**src/rtl/c8g_params.svh**
```systemverilog
`ifndef C8G_PARAMS_SVH
`define C8G_PARAMS_SVH

// ----------------------------------------------------------------------------
// register map, page 0
// ----------------------------------------------------------------------------
`define C8G_PAGE_CFG          8'h00
`define C8G_ADDR_SOURCE_CFG   8'h5F
`define C8G_ADDR_VOLUME       8'h61
`define C8G_ADDR_GAIN_TRIM    8'h62
`define C8G_ADDR_PHASE_TRIM   8'h63
`define C8G_ADDR_PROC_CFG0    8'h6B

// ----------------------------------------------------------------------------
// reset values
// ----------------------------------------------------------------------------
`define C8G_RST_SOURCE_CFG    8'h00
`define C8G_RST_VOLUME        8'hC9
`define C8G_RST_GAIN_TRIM     8'h80
`define C8G_RST_PHASE_TRIM    8'h00
`define C8G_RST_PROC_CFG0     8'h01

// ----------------------------------------------------------------------------
// field positions and writable masks
// ----------------------------------------------------------------------------
`define C8G_SRC_LSB           5
`define C8G_SRC_MSB           6
`define C8G_GTRIM_LSB         4
`define C8G_GTRIM_MSB         7
`define C8G_HPF_LSB           0
`define C8G_HPF_MSB           1
`define C8G_SUM_LSB           2
`define C8G_SUM_MSB           3
`define C8G_DECI_LSB          4
`define C8G_DECI_MSB          5
`define C8G_MASK_SOURCE_CFG   8'h60
`define C8G_MASK_GAIN_TRIM    8'hF0
`define C8G_MASK_PROC_CFG0    8'h3F

// ----------------------------------------------------------------------------
// gain code anchors and phase line depth
// ----------------------------------------------------------------------------
`define C8G_VOL_MUTE_CODE     8'h00
`define C8G_VOL_UNITY_CODE    9'h0C9
`define C8G_GTRIM_ZERO_CODE   5'h08
`define C8G_PHASE_MAX         256

`endif

```
**src/rtl/c8g_pkg.sv**
```systemverilog
package c8g_pkg;

  // --------------------------------------------------------------------------
  // mode encodings
  // --------------------------------------------------------------------------
  typedef enum logic [1:0] {
    C8G_DECI_LINEAR   = 2'h0,
    C8G_DECI_LOW_LAT  = 2'h1,
    C8G_DECI_ULOW_LAT = 2'h2,
    C8G_DECI_RSVD     = 2'h3
  } c8g_deci_t;

  typedef enum logic [1:0] {
    C8G_SUM_OFF   = 2'h0,
    C8G_SUM_PAIRS = 2'h1,
    C8G_SUM_QUAD  = 2'h2,
    C8G_SUM_RSVD  = 2'h3
  } c8g_sum_t;

  typedef enum logic [1:0] {
    C8G_HPF_PROG_IIR = 2'h0,
    C8G_HPF_FC_00025 = 2'h1,
    C8G_HPF_FC_002   = 2'h2,
    C8G_HPF_FC_008   = 2'h3
  } c8g_hpf_t;

  // --------------------------------------------------------------------------
  // register access request and decoded configuration
  // --------------------------------------------------------------------------
  typedef struct packed {
    logic       wr;
    logic       rd;
    logic [7:0] page;
    logic [7:0] addr;
    logic [7:0] wdata;
  } c8g_req_t;

  typedef struct packed {
    logic             source_valid;
    logic             mute;
    logic signed [8:0] volume_half_db;
    logic signed [4:0] trim_tenth_db;
    logic [7:0]       phase_delay;
    c8g_deci_t        deci;
    logic             deci_rsvd;
    c8g_sum_t         sum_mode;
    logic             sum_rsvd;
    c8g_hpf_t         hpf;
  } c8g_cfg_t;

endpackage

```
**src/rtl/c8g_phase_delay.sv**
```systemverilog
`timescale 1ns/1ps
`include "c8g_params.svh"

// delays a pulse-density bit stream by a programmable number of modulator ticks
module c8g_phase_delay #(
  parameter int DEPTH = `C8G_PHASE_MAX
) (
  // clock and reset
  input  wire logic       clk_i,
  input  wire logic       sys_rst_i,
  // stream in
  input  wire logic       mod_tick_i,
  input  wire logic       bit_i,
  input  wire logic [7:0] delay_i,
  // stream out
  output logic            bit_o
);

  // --------------------------------------------------------------------------
  // tap line
  // --------------------------------------------------------------------------
  logic [DEPTH-2:0] line_reg;
  logic [DEPTH-2:0] line_next;
  logic             tap;

  // tap 0 is the live bit, so code 0 means no added delay
  // the deepest code reads bit DEPTH-2, so the line stops there
  assign line_next = {line_reg[DEPTH-3:0], bit_i};
  assign tap       = (delay_i == 8'h00) ? bit_i : line_reg[delay_i - 8'h01];

  // shift only on modulator ticks; a whole tick period per step
  always_ff @(posedge clk_i) begin
    if (sys_rst_i) begin
      line_reg <= '0;
    end else if (mod_tick_i) begin
      line_reg <= line_next;
    end
  end

  // output is registered, one system clock behind the tap
  always_ff @(posedge clk_i) begin
    if (sys_rst_i) begin
      bit_o <= 1'b0;
    end else begin
      bit_o <= tap;
    end
  end

endmodule

```
**src/rtl/c8g_top.sv**
```systemverilog
`timescale 1ns/1ps
`include "c8g_params.svh"

// ----------------------------------------------------------------------------
// channel 8 configuration bank
// ----------------------------------------------------------------------------
// Operation
// - source field bits 6:5, codes 0-2 pin4, 3 reserved
// - volume code zero mutes the channel
// - code1 -100dB, code2 -99.5dB, half-dB steps
// - code 201 unity, 255 +27dB, reset C9h
// - trim bits 7:4, -0.8..+0.7dB, reset 8
// - phase code delays that many modulator cycles
// - processing register 0x6B fields, reset 1h
// - decimator select linear, low, ultra-low, reserved
// - averaging off, pairs, quad, reserved
// - highpass programmable IIR or three fixed cutoffs
module c8g_top (
  // clock and reset
  input  wire logic               clk_i,
  input  wire logic               sys_rst_i,
  // control port register access
  input  wire c8g_pkg::c8g_req_t  req_i,
  output logic [7:0]              rdata_o,
  output logic                    rvalid_o,
  // pulse-density input path
  input  wire logic               mod_tick_i,
  input  wire logic               pulse_data_input_4_i,
  output logic                    channel8_bit_o,
  // decoded configuration
  output c8g_pkg::c8g_cfg_t       cfg_o
);
  import c8g_pkg::*;

  // --------------------------------------------------------------------------
  // storage
  // --------------------------------------------------------------------------
  logic [7:0] channel8_source_cfg_reg;
  logic [7:0] channel8_volume_reg;
  logic [7:0] channel8_gain_trim_reg;
  logic [7:0] channel8_phase_trim_reg;
  logic [7:0] processing_config_0_reg;
  logic [7:0] rdata_next;
  logic       hit_page;
  logic       sel_src;
  logic       sel_vol;
  logic       sel_trim;
  logic       sel_phase;
  logic       sel_proc;
  c8g_cfg_t   cfg_next;
  logic       wr_src;
  logic       wr_vol;
  logic       wr_trim;
  logic       wr_phase;
  logic       wr_proc;
  logic [1:0] src_code;
  logic [3:0] trim_code;
  logic [1:0] deci_code;
  logic [1:0] sum_code;
  logic [1:0] hpf_code;

  // one-hot address match, used for both writes and reads
  function automatic logic addr_is(input logic [7:0] a, input logic [7:0] ref_a);
    addr_is = (a == ref_a);
  endfunction

  // --------------------------------------------------------------------------
  // address decode
  // --------------------------------------------------------------------------
  assign hit_page  = (req_i.page == `C8G_PAGE_CFG);
  assign sel_src   = hit_page && addr_is(req_i.addr, `C8G_ADDR_SOURCE_CFG);
  assign sel_vol   = hit_page && addr_is(req_i.addr, `C8G_ADDR_VOLUME);
  assign sel_trim  = hit_page && addr_is(req_i.addr, `C8G_ADDR_GAIN_TRIM);
  assign sel_phase = hit_page && addr_is(req_i.addr, `C8G_ADDR_PHASE_TRIM);
  assign sel_proc  = hit_page && addr_is(req_i.addr, `C8G_ADDR_PROC_CFG0);

  // write strobes, one per register; a write to another page never lands
  assign wr_src   = req_i.wr && sel_src;
  assign wr_vol   = req_i.wr && sel_vol;
  assign wr_trim  = req_i.wr && sel_trim;
  assign wr_phase = req_i.wr && sel_phase;
  assign wr_proc  = req_i.wr && sel_proc;

  // reserved bits are masked on write so they always read as zero
  // source register: only bits 6:5 hold, the rest stay zero
  always_ff @(posedge clk_i) begin
    if (sys_rst_i) begin
      channel8_source_cfg_reg <= `C8G_RST_SOURCE_CFG;
    end else if (wr_src) begin
      channel8_source_cfg_reg <= req_i.wdata & `C8G_MASK_SOURCE_CFG;
    end
  end

  // volume register, full byte
  always_ff @(posedge clk_i) begin
    if (sys_rst_i) begin
      channel8_volume_reg <= `C8G_RST_VOLUME;
    end else if (wr_vol) begin
      channel8_volume_reg <= req_i.wdata;
    end
  end

  // gain trim register: low nibble reserved
  always_ff @(posedge clk_i) begin
    if (sys_rst_i) begin
      channel8_gain_trim_reg <= `C8G_RST_GAIN_TRIM;
    end else if (wr_trim) begin
      channel8_gain_trim_reg <= req_i.wdata & `C8G_MASK_GAIN_TRIM;
    end
  end

  // phase trim register
  always_ff @(posedge clk_i) begin
    if (sys_rst_i) begin
      channel8_phase_trim_reg <= `C8G_RST_PHASE_TRIM;
    end else if (wr_phase) begin
      channel8_phase_trim_reg <= req_i.wdata;
    end
  end

  // shared processing register: bits 7:6 reserved
  always_ff @(posedge clk_i) begin
    if (sys_rst_i) begin
      processing_config_0_reg <= `C8G_RST_PROC_CFG0;
    end else if (wr_proc) begin
      processing_config_0_reg <= req_i.wdata & `C8G_MASK_PROC_CFG0;
    end
  end

  // --------------------------------------------------------------------------
  // read path
  // --------------------------------------------------------------------------
  // unmapped addresses and other pages read as zero
  assign rdata_next = ({8{sel_src}}   & channel8_source_cfg_reg)
                    | ({8{sel_vol}}   & channel8_volume_reg)
                    | ({8{sel_trim}}  & channel8_gain_trim_reg)
                    | ({8{sel_phase}} & channel8_phase_trim_reg)
                    | ({8{sel_proc}}  & processing_config_0_reg);

  // rvalid answers every read strobe, mapped or not, so the master never waits
  // read data held until the next read, so a slow serial port can shift it out
  always_ff @(posedge clk_i) begin
    if (sys_rst_i) begin
      rdata_o  <= 8'h00;
      rvalid_o <= 1'b0;
    end else begin
      rvalid_o <= req_i.rd;
      if (req_i.rd) begin
        rdata_o <= rdata_next;
      end
    end
  end

  // --------------------------------------------------------------------------
  // decode to the processing path
  // --------------------------------------------------------------------------
  // field slices, so the decode below reads by name rather than bit position
  assign src_code  = channel8_source_cfg_reg[`C8G_SRC_MSB:`C8G_SRC_LSB];
  assign trim_code = channel8_gain_trim_reg[`C8G_GTRIM_MSB:`C8G_GTRIM_LSB];
  assign deci_code = processing_config_0_reg[`C8G_DECI_MSB:`C8G_DECI_LSB];
  assign sum_code  = processing_config_0_reg[`C8G_SUM_MSB:`C8G_SUM_LSB];
  assign hpf_code  = processing_config_0_reg[`C8G_HPF_MSB:`C8G_HPF_LSB];

  // gains leave as signed offsets from their zero-dB codes, so the gain stage
  // needs no table; a reserved code is flagged, never blocked, and software
  // still reads back what it wrote
  // only pin 4 feeds this channel; code 3 is flagged and the path keeps running
  assign cfg_next.source_valid =
    (src_code != 2'h3);
  assign cfg_next.mute = (channel8_volume_reg == `C8G_VOL_MUTE_CODE);
  // linear offset from unity: half-dB per code, 1 -> -200, 255 -> +54
  assign cfg_next.volume_half_db =
    $signed({1'b0, channel8_volume_reg} - `C8G_VOL_UNITY_CODE);
  // tenth-dB per code around code 8
  assign cfg_next.trim_tenth_db =
    $signed({1'b0, trim_code}
            - `C8G_GTRIM_ZERO_CODE);
  assign cfg_next.phase_delay = channel8_phase_trim_reg;
  assign cfg_next.deci =
    c8g_deci_t'(deci_code);
  assign cfg_next.deci_rsvd = (cfg_next.deci == C8G_DECI_RSVD);
  assign cfg_next.sum_mode =
    c8g_sum_t'(sum_code);
  assign cfg_next.sum_rsvd = (cfg_next.sum_mode == C8G_SUM_RSVD);
  assign cfg_next.hpf =
    c8g_hpf_t'(hpf_code);

  // decoded view registered so downstream sees glitch-free settings
  // the reset view matches the decode of the register reset values
  always_ff @(posedge clk_i) begin
    if (sys_rst_i) begin
      cfg_o <= '{source_valid:   1'b1,
                 mute:           1'b0,
                 volume_half_db: 9'sh000,
                 trim_tenth_db:  5'sh00,
                 phase_delay:    8'h00,
                 deci:           C8G_DECI_LINEAR,
                 deci_rsvd:      1'b0,
                 sum_mode:       C8G_SUM_OFF,
                 sum_rsvd:       1'b0,
                 hpf:            C8G_HPF_FC_00025};
    end else begin
      cfg_o <= cfg_next;
    end
  end

  // --------------------------------------------------------------------------
  // phase alignment of the microphone stream
  // --------------------------------------------------------------------------
  // the delay steps in whole modulator ticks; the tick, not the system clock,
  // sets the step, so a slow modulator clock still gets the full range
  c8g_phase_delay #(
    .DEPTH (`C8G_PHASE_MAX)
  ) i_c8g_phase_delay (
    .clk_i      (clk_i),
    .sys_rst_i  (sys_rst_i),
    .mod_tick_i (mod_tick_i),
    .bit_i      (pulse_data_input_4_i),
    .delay_i    (channel8_phase_trim_reg),
    .bit_o      (channel8_bit_o)
  );

endmodule

```
**config.mk**
```make
export PLATFORM = sky130hd
export DESIGN_NAME = c8g_top
export DESIGN_NICKNAME = d
export VERILOG_FILES = /design/src/rtl/c8g_pkg.sv /design/src/rtl/c8g_phase_delay.sv /design/src/rtl/c8g_top.sv
export VERILOG_INCLUDE_DIRS = /design/src /design/src/rtl
export SDC_FILE = /design/constraint.sdc
export NUM_CORES = 1
export LEC_CHECK = 0
export BUFFER_PORTS_ARGS = -buffer_cell sky130_fd_sc_hd__buf_2
export CORE_AREA = 2 2 185 205
export DETAILED_ROUTE_END_ITERATION = 8
export DIE_AREA = 0 0 187 207
export GPL_TIMING_DRIVEN = 0
export SLEW_MARGIN = 20
export SYNTH_ARGS = -nofsm -noshare
export SYNTH_HDL_FRONTEND = slang
export SYNTH_SLANG_ARGS = --single-unit
```
**constraint.sdc**
```tcl
create_clock -name clk_i -period 8.75 [get_ports clk_i]
set_clock_uncertainty 0.15 [all_clocks]
set_input_delay 1.75 -clock clk_i [delete_from_list [all_inputs] [get_ports clk_i]]
set_output_delay 1.75 -clock clk_i [all_outputs]
set_load 0.02 [all_outputs]
```
==> out/results.tsv <==
metric	value	unit
status	finished, final reports clean	
drt_iter0_drc	566	
setup_ws	2.98	ns
report.final.slew_viol_count	0	
cp_data_arrival_time	6.01	ns
p_seq_share	47.2	%
power_leakage	6.52	nW
syn2layout_area_growth	16.0	%
period_needed	5.77	ns
drt-wirelength-per-cell	16.2	um
use_met1	21.2	%
grt_usage	16.4	%
synth.net_count	1372	
ys.flop_type	dfxtp_1	
cts_htree_levels	2	
synthCells	1339	
seqCellArea	0.00649	mm2
netlist.area_leader.share	47.2	%
route.detailed.drc	0	
ff2ff_setup_slack	2.98	ns
p_int	2.46	mW
clock-sinks	324	
fin_nets	1479	
hold_class	reg2reg	
crit_fanout	10	
yosysSeqAreaShare	47.2	%
first_global_vias	9729	
maxSlewHeadroom	19.5	%
placementRows	74	
gp_congestion	0.843	
yosysMostFrequentCell	dfxtp_1	
rsz0062_at_grt	false	
pwr-share-clk	49.3	%
synthTopCellsByArea	dfxtp_1 (47%), mux2i_1 (20%), mux4_2 (9.7%), nor2_1 (7.8%), nand2_1 (2.6%)	
yosys.cell_types.count	55	
grt_first_pass_wirelength	51.9	mm
clk_path_buf_depth	3	
period_share	66.0	%
cts_hold_buf	0	
antenna_found_initial	0	
avgSynthCellArea	10.3	um2
ys_warn_count	0	
io_buffers	68	
root_buffer	clkbuf_16	
die_y	207	um
fin_util	43.4	%
vias	9938	
yosys-top-cells-count	dfxtp_1 (324), nor2_1 (284), mux2i_1 (270)	
crit_type	reg2reg	
place_hpwl	22.4	mm
tightest_slew	1.20	ns
numCtsBuffers	37	
synth-async-reset-ratio	0	%
largest_register_ffs	255	
required	8.99	ns
num-fill-cells	3588	
synth_edf_count	0	
boundaryPins	72	
switching_share	21.4	%
use_met2	27.7	%
crit_path_start_kind	flop	
place_ws	2.91	ns
grt_max_degree	14	
post-cts-setup-buffer-count	0	
die-area	0.0387	mm2
max_freq	0.173	GHz
cap_viol_max_count	0	
netlist_area	0.0137	mm2
combPwrFrac	3.6	%
clkTransAtPathRegs	0.06	ns
grtUsageMet3	2.90	%
dpl.cell_count	1901	
viasPerCell	5.05	
drt.antenna.violating_nets	0	
totalWireLength	31.9	mm
multi_input_comb_area	0.00681	mm2
switching_power	672	uW
grt.busiest_layer	met2	
cp-end-kind	flop	
fin_cells	1967	
final_hold_viol_count	0	
tns	0	ns
hold_ws	0.296	ns
power.density	197	mW/mm2
setup_viol	0	
die_width	187	um
overflow	0	
initial_core_util	37.4	%
first_pass_iters	6	
clock_latency	0.50	ns
ys_ff_latch	324	
yosysTopAreaCell	dfxtp_1	
cts_resized	0	
final_layout_size_suffix_gt1_share	15.0	%
cts_tree	built	
vdd_drop_max	0.000115	V
coreArea	0.0368	mm2
==> worst max-delay path: stages (launching register included) <==
cell       delay (ns)
dfxtp_1          0.46
buf_6            0.18
buf_6            0.20
buf_4            0.28
buf_2            0.40
buf_2            0.35
inv_2            0.14
ha_1             0.53
buf_1            0.55
buf_2            0.47
buf_2            0.41
mux4_2           0.37
nand2_1          0.08
nand2_1          0.05
o211ai_1         0.18
o21ai_1          0.14
o2111ai_1        0.26
o41ai_1          0.10
a211o_1          0.30
==> power by group through the flow <==
stage / Sequential (mW) / Combinational (mW) / Clock (mW)
2_1_floorplan: 1.51 / 0.0769 / 0
3_3_place_gp: 1.51 / 0.112 / 0
3_5_place_dp: 1.51 / 0.112 / 0
4_1_cts: 1.48 / 0.112 / 1.58
5_1_grt: 1.48 / 0.120 / 1.65
6_report: 1.48 / 0.112 / 1.54
==> routing by layer <==
metal	vias up	share of wire, %
met3	60	4.3
li1	4887	-
met1	4762	46
met4	0	2.9
met5	-	0
met2	229	47
==> cells by family (layout without fill, tap and decap cells) <==
logic type / after synthesis / after routing / share of synthesized area [%]
simple gates: 481 / 481 / 14.7
mux: 331 / 331 / 29.5
flops: 324 / 324 / 47.2
buf+inv: 104 / 237 / 3.25
compound gates: 84 / 84 / 4.19
xor+xnor: 12 / 12 / 0.874
fa+ha+maj: 3 / 3 / 0.273
other cells: 0 / 1 / 0
==> path summary, 6_finish.rpt <==
path                                                 start                       to  cells past startpoint
worst max-delay path            channel8_phase_trim_reg[0]  i_c8g_phase_delay.bit_o                     18
worst min-delay path            channel8_source_cfg_reg[6]                cfg_o[31]                      1
worst max register to register  channel8_phase_trim_reg[0]  i_c8g_phase_delay.bit_o                     18
worst min register to register  channel8_source_cfg_reg[6]                cfg_o[31]                      1
==> layout make-up <==
cell class | count | share of cell area, %
diodes | 1 | 0.0157
plain buffers | 100 | 2.71
clock buffers | 54 | 7.03
clock inverters | 11 | 0.738
inverters | 4 | 0.0942
multi-input cells | 911 | 42.7
flip-flops and latches | 324 | 40.7
well taps | 494 | 3.88
repair buffers | 68 | 2.14
==> cells in the final DEF, fill, tap and decap left out, drive strengths merged, types with 4 or more instances in the layout <==
cell type,count
dfxtp,324
nor2,284
mux2i,270
buf,114
clkbuf,108
nand2,97
mux4,59
a21oi,33
nand3,30
nor2b,20
nor3,15
o211ai,9
nor4,7
a31oi,7
and2,6
xor2,6
xnor2,6
o21ai,6
clkinv,6
nand2b,5
inv,5
and3,4
a211oi,4
a211o,4
nand3b,4
==> metrics by stage <==
| stage | instance area [um2] | power [mW] |
|---|---|---|
| after global placement | 14700 | 1.62 |
| after CTS | 15900 | 3.18 |
| after floorplan | 13700 | 1.59 |
| final | 15900 | 3.13 |
| after detailed placement | 14700 | 1.62 |
| after global routing | 15900 | 3.24 |
(Power assumes the default switching activity.)
